**src/rtl/irq_ctrl_pkg.sv**
```systemverilog
// constants, types and decode helpers shared by the interrupt request controller
// Behaviour
// - pin edge field: off, rise, fall, both
// - bits 3-2 pick receive-detect edges, same coding
// - edge bits 7-4 read zero; reset disabled
// - ctrl0 holds global, pin, rx, lv bits
// - ctrl1: converter, eeprom, timer0 enables and flags
// - ctrl2: time bases, timer1 enables and flags
// - pin plus ten internal request sources accepted
// - each source own enable and flag
// - events always set flags; jump needs both enables
// - acceptance clears global enable and serviced flag
// - no acknowledge while return stack full
// - newly set flag raises wake request
`default_nettype none
package irq_ctrl_pkg;

    localparam int DATA_W  = 32;
    localparam int ADDR_W  = 8;
    localparam int REG_W   = 8;
    localparam int NUM_SRC = 11;
    localparam int VEC_W   = 4;
    localparam int STAT_W  = 2;

    // source index; lower index wins
    localparam int SRC_PIN  = 0;
    localparam int SRC_RX   = 1;
    localparam int SRC_LV   = 2;
    localparam int SRC_C1   = 3;
    localparam int SRC_C2   = 7;
    localparam int C0_SRCS  = 3;
    localparam int NIB      = 4;

    // register field positions
    localparam int C0_GIE_BIT   = 0;
    localparam int C0_EN_LSB    = 1;
    localparam int EN_LSB       = 0;
    localparam int FLAG_LSB     = 4;
    localparam int EDGE_W       = 4;
    localparam int EDGE_FIELD_W = 2;
    localparam int EDGE_PIN_LSB = 0;
    localparam int EDGE_RX_LSB  = 2;
    localparam int STAT_GRANT   = 0;
    localparam int STAT_WAKE    = 1;

    localparam logic [1:0] EDGE_OFF  = 2'h0;
    localparam logic [1:0] EDGE_RISE = 2'h1;
    localparam logic [1:0] EDGE_FALL = 2'h2;
    localparam logic [1:0] EDGE_BOTH = 2'h3;
    localparam logic [1:0] WARM_DONE = 2'h3;

    localparam logic [EDGE_W-1:0] EDGE_RST = 4'h0;

    localparam logic [ADDR_W-1:0] ADDR_EDGE = 8'h00;
    localparam logic [ADDR_W-1:0] ADDR_C0   = 8'h04;
    localparam logic [ADDR_W-1:0] ADDR_C1   = 8'h08;
    localparam logic [ADDR_W-1:0] ADDR_C2   = 8'h0C;
    localparam logic [ADDR_W-1:0] ADDR_STAT = 8'h10;
    localparam logic [ADDR_W-1:0] ADDR_MASK = 8'h14;

    typedef enum logic [2:0] {SEL_NONE, SEL_EDGE, SEL_C0, SEL_C1, SEL_C2, SEL_STAT,
                              SEL_MASK} reg_sel_e;
    typedef enum logic {APB_IDLE, APB_DONE} apb_state_e;

    typedef struct packed {
        logic              psel;
        logic              penable;
        logic              pwrite;
        logic [ADDR_W-1:0] paddr;
        logic [DATA_W-1:0] pwdata;
    } apb_req_s;

    typedef struct packed {
        logic [DATA_W-1:0] prdata;
        logic              pready;
        logic              pslverr;
    } apb_rsp_s;

    function automatic reg_sel_e decodeAddr(input logic [ADDR_W-1:0] a);
        case (a)
            ADDR_EDGE: decodeAddr = SEL_EDGE;
            ADDR_C0:   decodeAddr = SEL_C0;
            ADDR_C1:   decodeAddr = SEL_C1;
            ADDR_C2:   decodeAddr = SEL_C2;
            ADDR_STAT: decodeAddr = SEL_STAT;
            ADDR_MASK: decodeAddr = SEL_MASK;
            default:   decodeAddr = SEL_NONE;
        endcase
    endfunction

endpackage
`default_nettype wire

```
**src/rtl/edge_detect.sv**
```systemverilog
// synchronised line sampler with selectable edge detection
`default_nettype none
module edge_detect
    import irq_ctrl_pkg::*;
(
    input  wire logic       clk_sys,
    input  wire logic       rstn,
    input  wire logic       lineAsync,
    input  wire logic [1:0] edgeMode,
    output logic            edgeSeen,
    output logic            level
);

    typedef struct packed {
        logic       s1;
        logic       s2;
        logic       prev;
        logic [1:0] warm;
    } edge_state_s;

    edge_state_s cur;
    edge_state_s nxt;
    logic        rise;
    logic        fall;

    always_comb begin
        nxt      = cur;
        nxt.s1   = lineAsync;
        nxt.s2   = cur.s1;
        nxt.prev = cur.s2;
        nxt.warm = (cur.warm == WARM_DONE) ? cur.warm : 2'(cur.warm + 2'h1);
        rise     = cur.s2 & ~cur.prev;
        fall     = ~cur.s2 & cur.prev;
        case (edgeMode)
            EDGE_OFF:  edgeSeen = 1'b0;
            EDGE_RISE: edgeSeen = rise;
            EDGE_FALL: edgeSeen = fall;
            EDGE_BOTH: edgeSeen = rise | fall;
            default:   edgeSeen = 1'b0;
        endcase
        // ignore the startup transition until prev holds a real sample
        if (cur.warm != WARM_DONE) begin
            edgeSeen = 1'b0;
        end
    end

    assign level = cur.s2;

    always_ff @(posedge clk_sys or negedge rstn) begin
        if (!rstn) begin
            cur <= '0;
        end else begin
            cur <= nxt;
        end
    end

endmodule
`default_nettype wire

```
**src/rtl/prio_pick.sv**
```systemverilog
// fixed priority picker: lowest pending index wins
`default_nettype none
module prio_pick
    import irq_ctrl_pkg::*;
#(
    parameter int N = NUM_SRC
) (
    input  wire logic [N-1:0]     pending,
    output logic                  found,
    output logic [VEC_W-1:0]      index
);

    always_comb begin
        found = 1'b0;
        index = '0;
        for (int i = N - 1; i >= 0; i--) begin
            if (pending[i]) begin
                found = 1'b1;
                index = VEC_W'(i);
            end
        end
    end

endmodule
`default_nettype wire

```
**src/rtl/interrupt_request_controller.sv**
```systemverilog
// interrupt request controller: apb registers, flags, priority grant, wake
`default_nettype none
module interrupt_request_controller
    import irq_ctrl_pkg::*;
(
    input  wire logic              clk_sys,
    input  wire logic              rstn,
    input  wire apb_req_s          apbReq,
    output apb_rsp_s               apbRsp,
    input  wire logic              extIrqPin,
    input  wire logic              receiveDetectLine,
    input  wire logic              lowVoltageEvt,
    input  wire logic              converterEvt,
    input  wire logic              eepromEvt,
    input  wire logic [1:0]        timerPMatchEvt,
    input  wire logic [1:0]        timerAMatchEvt,
    input  wire logic [1:0]        timeBaseEvt,
    input  wire logic              stackFull,
    input  wire logic              irqAck,
    output logic                   irqReq,
    output logic [VEC_W-1:0]       irqVector,
    output logic                   wakeReq,
    output logic                   receivePollInput,
    output logic                   irqOut
);

    ////////////////////////////////////////////////////////////////////////////////

    typedef struct packed {
        apb_state_e          apbSt;
        apb_rsp_s            rsp;
        logic [EDGE_W-1:0]   edgeSel;
        logic                gie;
        logic [NUM_SRC-1:0]  en;
        logic [NUM_SRC-1:0]  flags;
        logic [STAT_W-1:0]   mask;
        logic [STAT_W-1:0]   status;
        logic                irqReq;
        logic [VEC_W-1:0]    irqVec;
        logic                wake;
        logic                irqOut;
    } state_s;

    localparam state_s RST_STATE = '{
        apbSt:   APB_IDLE,
        rsp:     '0,
        edgeSel: EDGE_RST,
        gie:     1'b0,
        en:      '0,
        flags:   '0,
        mask:    '0,
        status:  '0,
        irqReq:  1'b0,
        irqVec:  '0,
        wake:    1'b0,
        irqOut:  1'b0
    };

    state_s               cur;
    state_s               nxt;
    logic                 pinEdge;
    logic                 rxEdge;
    logic                 rxLevel;
    logic [NUM_SRC-1:0]   evt;
    logic [NUM_SRC-1:0]   pending;
    logic [NUM_SRC-1:0]   flagBase;
    logic                 pickFound;
    logic [VEC_W-1:0]     pickIdx;
    logic                 access;
    logic                 done;
    logic                 wr;
    logic                 ackTake;
    logic                 wakeEvt;
    logic                 heldLive;
    reg_sel_e             sel;
    logic [REG_W-1:0]     rdReg;
    logic [DATA_W-1:0]    rdVal;
    logic [STAT_W-1:0]    statSet;
    logic [STAT_W-1:0]    statClr;
    logic [DATA_W-1:0]    wdata;

    function automatic logic [REG_W-1:0] packCtrl(input logic [NIB-1:0] f,
                                                  input logic [NIB-1:0] e);
        packCtrl = {f, e};
    endfunction

    ////////////////////////////////////////////////////////////////////////////////
    // line samplers

    edge_detect u_pin_edge (
        .clk_sys   (clk_sys),
        .rstn      (rstn),
        .lineAsync (extIrqPin),
        .edgeMode  (cur.edgeSel[EDGE_PIN_LSB +: EDGE_FIELD_W]),
        .edgeSeen  (pinEdge),
        .level     ()
    );

    edge_detect u_rx_edge (
        .clk_sys   (clk_sys),
        .rstn      (rstn),
        .lineAsync (receiveDetectLine),
        .edgeMode  (cur.edgeSel[EDGE_RX_LSB +: EDGE_FIELD_W]),
        .edgeSeen  (rxEdge),
        .level     (rxLevel)
    );

    // same clock sources, lowest priority first
    assign evt = {timerAMatchEvt[1], timerPMatchEvt[1], timeBaseEvt[1], timeBaseEvt[0],
                  timerAMatchEvt[0], timerPMatchEvt[0], eepromEvt, converterEvt,
                  lowVoltageEvt, rxEdge, pinEdge};

    assign pending = cur.flags & cur.en & {NUM_SRC{cur.gie}};

    prio_pick #(
        .N (NUM_SRC)
    ) u_pick (
        .pending (pending),
        .found   (pickFound),
        .index   (pickIdx)
    );

    ////////////////////////////////////////////////////////////////////////////////
    // register read mux

    assign sel = decodeAddr(apbReq.paddr);

    always_comb begin
        rdReg = '0;
        case (sel)
            SEL_EDGE: rdReg = {{(REG_W-EDGE_W){1'b0}}, cur.edgeSel};
            SEL_C0:   rdReg = packCtrl({1'b0, cur.flags[SRC_PIN +: C0_SRCS]},
                                       {cur.en[SRC_PIN +: C0_SRCS], cur.gie});
            SEL_C1:   rdReg = packCtrl(cur.flags[SRC_C1 +: NIB],
                                       cur.en[SRC_C1 +: NIB]);
            SEL_C2:   rdReg = packCtrl(cur.flags[SRC_C2 +: NIB],
                                       cur.en[SRC_C2 +: NIB]);
            SEL_STAT: rdReg = {{(REG_W-STAT_W){1'b0}}, cur.status};
            SEL_MASK: rdReg = {{(REG_W-STAT_W){1'b0}}, cur.mask};
            default:  rdReg = '0;
        endcase
        rdVal = {{(DATA_W-REG_W){1'b0}}, rdReg};
    end

    ////////////////////////////////////////////////////////////////////////////////
    // next state

    always_comb begin
        nxt      = cur;
        wdata    = apbReq.pwdata;
        access   = apbReq.psel & apbReq.penable;
        done     = access & (cur.apbSt == APB_DONE);
        wr       = done & apbReq.pwrite;
        ackTake  = irqAck & cur.irqReq;
        flagBase = cur.flags;
        statClr  = '0;

        // apb: one wait state, response registered
        case (cur.apbSt)
            APB_IDLE: begin
                nxt.rsp.pready  = 1'b0;
                nxt.rsp.pslverr = 1'b0;
                if (access) begin
                    nxt.apbSt       = APB_DONE;
                    nxt.rsp.pready  = 1'b1;
                    nxt.rsp.pslverr = (sel == SEL_NONE);
                    nxt.rsp.prdata  = apbReq.pwrite ? '0 : rdVal;
                end
            end
            APB_DONE: begin
                nxt.apbSt       = APB_IDLE;
                nxt.rsp.pready  = 1'b0;
                nxt.rsp.pslverr = 1'b0;
            end
            default: begin
                nxt.apbSt      = APB_IDLE;
                nxt.rsp.pready = 1'b0;
            end
        endcase

        // software writes to enables, flags and edge fields
        if (wr) begin
            case (sel)
                SEL_EDGE: nxt.edgeSel = wdata[EDGE_W-1:0];
                SEL_C0: begin
                    nxt.gie = wdata[C0_GIE_BIT];
                    nxt.en[SRC_PIN +: C0_SRCS]   = wdata[C0_EN_LSB +: C0_SRCS];
                    flagBase[SRC_PIN +: C0_SRCS] = wdata[FLAG_LSB +: C0_SRCS];
                end
                SEL_C1: begin
                    nxt.en[SRC_C1 +: NIB]   = wdata[EN_LSB +: NIB];
                    flagBase[SRC_C1 +: NIB] = wdata[FLAG_LSB +: NIB];
                end
                SEL_C2: begin
                    nxt.en[SRC_C2 +: NIB]   = wdata[EN_LSB +: NIB];
                    flagBase[SRC_C2 +: NIB] = wdata[FLAG_LSB +: NIB];
                end
                SEL_MASK: nxt.mask = wdata[STAT_W-1:0];
                default: begin
                end
            endcase
        end

        // core took the presented vector
        if (ackTake) begin
            flagBase[cur.irqVec] = 1'b0;
            nxt.gie = 1'b0;
        end

        // a source event beats any clear in the same cycle
        nxt.flags = flagBase | evt;
        wakeEvt   = |(evt & ~cur.flags);
        nxt.wake  = wakeEvt;

        // present the highest enabled request unless the stack is full
        // the vector stays put while its source waits; a withdrawn source drops the request
        heldLive   = pending[cur.irqVec];
        nxt.irqReq = pickFound & ~stackFull & ~ackTake
                     & ~(cur.irqReq & ~heldLive);
        if (pickFound && !(cur.irqReq && heldLive)) begin
            nxt.irqVec = pickIdx;
        end

        // sticky status, cleared by reading it; only bits reported are cleared
        statSet             = '0;
        statSet[STAT_GRANT] = ackTake;
        statSet[STAT_WAKE]  = wakeEvt;
        if (done && !apbReq.pwrite && sel == SEL_STAT) begin
            statClr = cur.rsp.prdata[STAT_W-1:0];
        end
        nxt.status = (cur.status & ~statClr) | statSet;
        nxt.irqOut = |(nxt.status & nxt.mask);
    end

    always_ff @(posedge clk_sys or negedge rstn) begin
        if (!rstn) begin
            cur <= RST_STATE;
        end else begin
            cur <= nxt;
        end
    end

    ////////////////////////////////////////////////////////////////////////////////
    // outputs

    assign apbRsp           = cur.rsp;
    assign irqReq           = cur.irqReq;
    assign irqVector        = cur.irqVec;
    assign wakeReq          = cur.wake;
    assign receivePollInput = rxLevel;
    assign irqOut           = cur.irqOut;

endmodule
`default_nettype wire

```
**config.mk**
```make
export PLATFORM = sky130hd
export DESIGN_NAME = interrupt_request_controller
export DESIGN_NICKNAME = d
export VERILOG_FILES = /design/src/rtl/irq_ctrl_pkg.sv /design/src/rtl/edge_detect.sv /design/src/rtl/prio_pick.sv /design/src/rtl/interrupt_request_controller.sv
export SDC_FILE = /design/constraint.sdc
export NUM_CORES = 1
export LEC_CHECK = 0
export BUFFER_PORTS_ARGS = -buffer_cell sky130_fd_sc_hd__buf_2
export CORE_ASPECT_RATIO = 1.25
export CORE_MARGIN = 3
export CORE_UTILIZATION = 30
export CTS_BUF_LIST = sky130_fd_sc_hd__clkbuf_4 sky130_fd_sc_hd__clkbuf_8
export DETAILED_ROUTE_END_ITERATION = 8
export PLACE_DENSITY = 0.5
export SLEW_MARGIN = 20
export SYNTH_ARGS = -nofsm -noshare
export SYNTH_HDL_FRONTEND = slang
export SYNTH_SLANG_ARGS = --single-unit
```
**constraint.sdc**
```tcl
create_clock -name clk_sys -period 2.23 [get_ports clk_sys]
set_input_delay 0.446 -clock clk_sys [delete_from_list [all_inputs] [get_ports clk_sys]]
set_output_delay 0.446 -clock clk_sys [all_outputs]
set_load 0.01 [all_outputs]
```
==> results.yml, run 1 <==
cts:
  clk_latency_ps: 350
  clockBufferDepth: 2
  cts-root-buf: "clkbuf_8"
  cts_resized: 0
  post_cts_buffers: 0
  cts_sinks: 58
  cts_tree: "done"
  cts_made_buffers: 9
  cts_htree_levels: 3
  clk_pin_slew_ps: 70
  cts_hold_buf: 0
routing:
  wl_um: 8590
  drc: 0
  dr.pass1.iters: 5
  antenna_left: 0
  via_count: 2537
  avgRoutedWirePerCell_um: 16.7
  drt_iter0_drc: 149
  vias_per_cell: 4.92
cells_and_area:
  drive_gt1_share_pct: 29.9
  syn2layout_area_growth_pct: 15.7
  n_antenna_cell: 0
  stdcell_count: 516
  postLayoutCellArea_um2: 3910
  num-nets-final: 444
critical_path:
  path_cells: "nand2b_1 -> o22ai_1 -> o2111ai_1 -> o21ai_0 -> a21oi_1 -> mux2_2"
  cp_num_buf_inv: 0
  critPathMaxFanout: 11
  cp_slowest_stage_delay_ps: 540
  slowest_stage: "dfrtp_1"
  arrival_ps: 2250
  critPathTopFamily: "compound AO/OA/AOI/OAI gates"
  end_kind: "flop"
  critical_path_class: "reg -> reg"
  worstPathRequired_ps: 2460
  critPathLaunchType: "flop"
floorplanning:
  die_x_um: 101
  core_region_area_um2: 10800
  initial_core_util_pct: 31.4
  rows: 42
  die_y_um: 125
  ios: 100
  die_area_um2: 12600
timing:
  max_freq_mhz: 497
  worst_pin_slew_ps: 523
  hold_ws_ps: 67.5
  setup_viol: 0
  fin_crit_ps: 2010
  skew_ps: 7.42
  slew_viol_final: 0
  setup_tns_ps: 0
  fin_crit_sh_pct: 90.3
  hold_viol: 0
  slew-limit-headroom_pct: 65.2
  grt_setup_unrepaired: "false"
worst_hold_path:
  hold_path_class: "in -> async"
placement:
  routabilityCongestion: 0.835
  dp_hpwl_um: 6730
  place_inst: 501
  placed_cell_area_um2: 3660
  port_buffers: 51
pwr:
  p_leak_nw: 1.94
  ir_worst_vdd_mv: 0.286
  power_per_cell_area_nw_per_um2: 626
  power_mw: 2.45
global_route:
  grt_overflow: 0
  antenna_found_initial: 0
  grtUsageTotal_pct: 14.0
  grt_pass1_wl_um: 13600
  grt_pass1_vias: 2543
  grt_max_degree: 40
synthesis:
  seq_area_frac_synth_pct: 42.9
  synth_cell_types: 57
  ys_warn_count: 0
  synthCells: 327
  ys_seq_elements: 58
  synth_edf_count: 0
  synthesis.area_um2: 3380
  ys.flop_type: "dfrtp_1"
  syn_avg_cell_area_um2: 10.3
  async_flop_share_pct: 100
run_status:
  status: "completed"
flow_run:
  cap_violations: 0
## layout make-up
type                    instances  area [um2]
multi-input cells             228        1600
fillers                      1109        6860
well taps                     132         165
clock buffers                  11         151
inverters                      16        60.1
clock inverters                 4        98.8
repair buffers                 67         388
flip-flops and latches         58        1450
## worst paths after layout
| path | startpoint | end | slack (ps) | cells after the start |
|---|---|---|---|---|
| max | irqVector[1] | irqVector[1] | 220 | 6 |
| min reg2reg | u_pin_edge.cur[4] | u_pin_edge.level | 350 | 0 |
| max reg2reg | irqVector[1] | irqVector[1] | 220 | 6 |
| max in group asynchronous | rstn | cur[72] | 1570 | 2 |
| min in group clk_sys | extIrqPin | u_pin_edge.cur[4] | 200 | 1 |
| min | rstn | cur[16] | 70 | 1 |
## Yosys cell counts (all sizes together) (6+ instances only)
library cell	instances	area (um2)
a21oi	13	65.1
a222oi	6	60.1
buf	43	340
dfrtp	58	1450
ha	6	75.1
inv	16	60.1
mux2	21	248
mux2i	12	120
nand2	30	136
nor2	18	70.1
nor2b	8	50.1
o21ai	12	60.1
o21bai	10	75.1
## routing by layer
layer	GRT usage (%)	vias up	share of wire (%)
li1	-	1215	-
met1	17.6	1226	42
met2	23.0	83	51
met3	2.86	13	5.6
met4	6.10	0	2.2
met5	0	-	0
## per-stage QoR
step	worst slack (ps)	utilization, %
detailed placement	-37.5	34.0
CTS	210	36.3
finish	216	36.3
global placement	-23.2	34.0
floorplan	93.4	-
global route	54.2	36.3
## sequential cells by signal, summed over array words and instances, names as in the netlist
signal            cells
apbRsp                9
cur                  32
irqOut                1
irqReq                1
irqVector             4
u_pin_edge.cur        4
u_pin_edge.level      1
u_rx_edge.cur         4
u_rx_edge.level       1
wakeReq               1
## cell families (layout without fill, tap and decap cells)
family                   count (synthesis)  in the layout  synth area share (%)
multiplexers                            35             35                  12.2
buffers and inverters                   64             98                  12.4
XOR/XNOR                                 2              2                 0.518
AO/OA/AOI/OAI                           70             70                  14.4
flip-flops                              58             58                  42.9
AND/OR/NAND/NOR                         91             91                  15.2
other                                    1             24                 0.111
adder cells (fa/ha/maj)                  6              6                  2.22
## power breakdown
part / total, mW / switching, mW / internal (mW)
clock: 1.25 / 0.447 / 0.799
combinational: 0.130 / 0.0827 / 0.0473
sequential: 1.07 / 0.00929 / 1.06
## layout by cell type (no fill, tap or decap), drive strengths merged, types with 3 or more instances in the layout
| master | n |
|---|---|
| nand2b | 5 |
| buf | 67 |
| mux2i | 12 |
| o21bai | 10 |
| conb | 24 |
| dfrtp | 58 |
| bufinv | 3 |
| ha | 6 |
| o2111ai | 3 |
| o21ai | 12 |
| nand3b | 3 |
| a21oi | 13 |
| nand3 | 5 |
| a21o | 3 |
| clkbuf | 11 |
| and2 | 3 |
| a31oi | 5 |
| nand4 | 4 |
| nor2b | 8 |
| inv | 16 |
| a222oi | 6 |
| a22o | 4 |
| nor2 | 18 |
| nand2 | 30 |
| mux2 | 21 |
No activity file was read; power rests on OpenSTA's default activity.
==> run 2: changes to the inputs <==
--- a/config.mk
+++ b/config.mk
@@ -7,7 +7,7 @@
 export LEC_CHECK = 0
 export BUFFER_PORTS_ARGS = -buffer_cell sky130_fd_sc_hd__buf_2
 export CORE_ASPECT_RATIO = 1.25
-export CORE_MARGIN = 3
+export CORE_MARGIN = 2
 export CORE_UTILIZATION = 30
 export CTS_BUF_LIST = sky130_fd_sc_hd__clkbuf_4 sky130_fd_sc_hd__clkbuf_8
 export DETAILED_ROUTE_END_ITERATION = 8
==> run 2 against run 1 <==
Effect of this change: routed wire length decreased by 1.3%; largest cell class unchanged; critical path depth unchanged; clock skew increased by 0.60 ps; design area decreased by 0.26%; highest routed layer unchanged; critical endpoint is now irqOut; sequential power about the same; die area decreased by 3.6%.
==> results.yml, run 2 (same netlist as run 1, synthesis figures left out) <==
pwr:
  power_mw: 2.33
  ir_worst_vdd_mv: 0.294
  switching_share_pct: 23.0
  combinationalPowerShare_pct: 5.6
  internal_power_mw: 1.80
  switchingPower_mw: 0.537
  p_leak_nw: 1.93
  power_per_cell_area_nw_per_um2: 598
  seq_power_share_pct: 46.0
  p_clk_share_pct: 48.4
cells_and_area:
  largest_reg_flops: 32
  stdcell_count: 521
  multi_input_area_um2: 1600
  drive_gt1_share_pct: 30.3
  num-nets-final: 445
  final_common_cell: "dfrtp_1"
  syn2layout_area_growth_pct: 15.4
  fillers: 1119
  regMostFlops: "cur"
  n_antenna_cell: 0
  layout_common_cells: "58 x dfrtp_1, 51 x buf_2, 28 x nand2_1"
  final_core_util_pct: 35.4
  regArea_um2: 1450
critical_path:
  end_kind: "flop"
  critical_path_class: "reg -> reg"
  worst-r2r-cell-count: 6
  r2r-end: "irqOut"
  r2r-start: "cur[15]"
  critPathMaxFanout: 5
  worstPathRequired_ps: 2480
  arrival_ps: 2330
  critPathLaunchType: "flop"
  ff2ff_setup_slack_ps: 150
timing:
  slew_viol_final: 0
  fin_crit_ps: 2080
  max_freq_mhz: 480
  fin_crit_sh_pct: 93.5
  setup_viol: 0
  hold_viol: 0
  setup_tns_ps: 0
  skew_ps: 8.03
  setup_ws_ps: 146
  grt_setup_unrepaired: "false"
cts:
  cts_hold_buf: 0
  clockBufferDepth: 2
  cts_tree: "done"
  clk_pin_slew_ps: 70
  clk_latency_ps: 360
  cts-root-buf: "clkbuf_8"
  cts_htree_levels: 3
  cts_sinks: 58
  cts_made_buffers: 9
floorplanning:
  die_y_um: 123
  die_area_um2: 12100
  die_x_um: 98.9
  ios: 100
  rows: 43
  initial_core_util_pct: 30.6
  core_region_area_um2: 11000
routing:
  antenna_left: 0
  via_count: 2596
  dr.pass1.iters: 5
  avgRoutedWirePerCell_um: 16.3
  wl_um: 8480
  drt_iter0_drc: 164
  vias_per_cell: 4.98
  drc: 0
placement:
  place_ws_ps: -154
  dp_hpwl_um: 6600
  place_inst: 505
  routabilityCongestion: 0.882
  port_buffers: 51
global_route:
  antenna_found_initial: 0
  grt_max_degree: 59
  grt_pass1_wl_um: 13700
  grt_pass1_vias: 2540
  grtUsageTotal_pct: 14.9
  grt_overflow: 0
run_status:
  status: "completed"
flow_run:
  cap_violations: 0
worst_hold_path:
  hold_path_class: "in -> async"
## run 2: cell type report
cell class,instances,area share [%]
clock inverter,4,1.92
clock buffer,12,3.91
inverter,16,1.54
multi-input combinational,228,40.9
tap,135,4.33
sequential,58,37.2
timing repair buffer,68,10.1
## run 2: power by group through the flow
stage | combinational (mW) | sequential [mW] | clock, mW
6_report | 0.131 | 1.07 | 1.13
5_1_grt | 0.149 | 1.07 | 1.20
4_1_cts | 0.134 | 1.07 | 1.16
3_5_place_dp | 0.133 | 1.09 | 0
3_3_place_gp | 0.130 | 1.09 | 0
2_1_floorplan | 0.0867 | 1.09 | 0
## run 2: critical path: stages, from the launching register on
cell       delay, ps
dfrtp_1          440
inv_1             70
a2111oi_1        450
o2111ai_1        270
a221o_1          380
a21o_1           190
a22o_1           180
## run 2: metal layers
layer	global-route usage, %	wire length (um)
met3	3.25	444
met4	10.5	436
met1	18.0	3420
met5	0	0
met2	23.6	4180
## run 2: worst max path at each step
stage                            startpoint  endpoint  slack (ps)
final                               cur[15]    irqOut         150
after CTS                           cur[15]    irqOut          50
after global placement    timerPMatchEvt[1]    irqOut        -140
after floorplan                  apbReq[37]    irqOut          90
after detailed placement  timerPMatchEvt[1]    irqOut        -150
after global routing                cur[15]    irqOut          60
## run 2: what timing repair did
item                                    CTS  global route
hold endpoints to repair                  0             0
resized for setup                         0             1
endpoints found under the setup margin    0             1
setup buffers                             0             0
## run 2: per-stage QoR
step | area [um2] | hold WS (ps)
global placement | 3670 | 334
CTS | 3900 | 100
global route | 3900 | 105
detailed placement | 3670 | 335
floorplan | 3470 | 150
finish | 3900 | 69.9
==> run 3: changes to the inputs <==
==> constraint.sdc (replaced) <==
create_clock -name clk_sys -period 2.3 [get_ports clk_sys]
set_input_delay 0.46 -clock clk_sys [delete_from_list [all_inputs] [get_ports clk_sys]]
set_output_delay 0.46 -clock clk_sys [all_outputs]
set_load 0.01 [all_outputs]
==> run 3 against run 2 <==
Effect of this change: flip-flop and latch count is the same; via count is the same; design area shrank 1.8%; critical endpoint unchanged; highest routed layer unchanged.
==> results.yml, run 3 (same netlist as run 1, synthesis figures left out) <==
routing:
  vias_per_cell: 5.04
  via_count: 2596
  wl_um: 8370
  dr.pass1.iters: 6
  antenna_left: 0
  drt_iter0_drc: 142
  drc: 0
  avgRoutedWirePerCell_um: 16.2
critical_path:
  cp_num_buf_inv: 0
  worstPathRequired_ps: 2540
  critPathTopFamily: "compound AO/OA/AOI/OAI gates"
  cp_slowest_stage_delay_ps: 500
  critPathLaunchType: "flop"
  path_cells: "nor2b_1 -> a2111oi_0 -> o2111ai_1 -> a221o_1 -> a21o_1 -> a22o_1"
  critical_path_class: "reg -> reg"
  arrival_ps: 2420
  slowest_stage: "a2111oi_0"
  end_kind: "flop"
  critPathMaxFanout: 5
cts:
  cts_resized: 0
  clk_pin_slew_ps: 70
  cts_tree: "done"
  cts_sinks: 58
  clk_latency_ps: 350
  cts_htree_levels: 3
  cts_made_buffers: 9
  clockBufferDepth: 2
  post_cts_buffers: 0
  cts_hold_buf: 0
  cts-root-buf: "clkbuf_8"
global_route:
  grt_pass1_vias: 2638
  grt_overflow: 0
  grtUsageTotal_pct: 14.7
  antenna_found_initial: 0
  grt_pass1_wl_um: 13600
  grt_max_degree: 59
timing:
  hold_viol: 0
  setup_viol: 0
  skew_ps: 7.85
  fin_crit_ps: 2180
  setup_ws_ps: 122
  slew-limit-headroom_pct: 50.0
  max_freq_mhz: 459
  worst_pin_slew_ps: 749
  slew_viol_final: 0
  fin_crit_sh_pct: 94.7
  grt_setup_unrepaired: "false"
  setup_tns_ps: 0
cells_and_area:
  syn2layout_area_growth_pct: 13.4
  num-nets-final: 439
  layout_common_cells: "58 x dfrtp_1, 51 x buf_2, 28 x nand2_1"
  final_core_util_pct: 34.7
  postLayoutCellArea_um2: 3830
  fillers: 1130
  drive_gt1_share_pct: 29.2
  largest_reg_flops: 32
  regMostFlops: "cur"
  multi_input_area_um2: 1600
  final_common_cell: "dfrtp_1"
  n_antenna_cell: 0
  regArea_um2: 1450
flow_run:
  cap_violations: 0
floorplanning:
  die_area_um2: 12100
  rows: 43
  core_region_area_um2: 11000
  initial_core_util_pct: 30.6
  die_y_um: 123
  ios: 100
  die_x_um: 98.9
worst_hold_path:
  hold_path_class: "in -> reg"
placement:
  place_ws_ps: -75.3
  routabilityCongestion: 0.892
  placed_cell_area_um2: 3610
  dp_hpwl_um: 6500
  port_buffers: 51
pwr:
  p_leak_nw: 1.89
  power_per_cell_area_nw_per_um2: 576
  ir_worst_vdd_mv: 0.253
  power_mw: 2.21
run_status:
  status: "completed"
-- run 3: cell count changes in the layout (fill, tap and decap cells not counted), sizes merged --
cell    change
buf         -6
clkbuf      -3
clkinv      +3
-- run 3: layout make-up --
| type | count | area share, % |
|---|---|---|
| clock inverter | 7 | 2.45 |
| clock buffer | 9 | 3.23 |
| inverter | 16 | 1.57 |
| timing repair buffer | 62 | 8.82 |
| tap | 135 | 4.41 |
| sequential | 58 | 37.9 |
| multi-input combinational | 228 | 41.6 |
-- run 3: power breakdown --
group          leakage, nW  total (mW)  switching (mW)  internal, mW
Combinational         1.07       0.122          0.0790        0.0432
Clock                0.105        1.05           0.439         0.606
Sequential           0.720        1.04         0.00870          1.03
Total                 1.89        2.21           0.527          1.68
-- run 3: worst paths after layout --
kind,slack (ps),endpoint,cells after the start,from
max,120,irqOut,6,cur[18]
max reg2reg,120,irqOut,6,cur[18]
min reg2reg,350,u_pin_edge.level,0,u_pin_edge.cur[4]
min,210,u_rx_edge.cur[4],1,receiveDetectLine
min in group asynchronous,260,u_pin_edge.cur[2],2,rstn
max in group asynchronous,1540,irqVector[3],2,rstn
-- run 3: per-stage QoR --
step | hold WS (ps) | cells
after floorplan | 164 | 350
after global placement | 334 | 499
after detailed placement | 336 | 499
after CTS | 192 | 515
after global routing | 208 | 515
final | 208 | 515
-- run 3: metal layers --
layer,share of wire (%),wire length [um],vias up,global-route usage (%)
met4,2.3,195,0,7.71
met5,0,0,-,0
li1,-,-,1205,-
met2,51,4300,78,25.4
met3,5.1,423,15,2.73
met1,41,3450,1298,17.5
-- run 3: worst reg2reg max path, stage by stage, from the launching register on --
cell and delay (ps):
dfrtp_1 460, nor2b_1 80, a2111oi_0 500, o2111ai_1 280, a221o_1 380, a21o_1 190
a22o_1 180
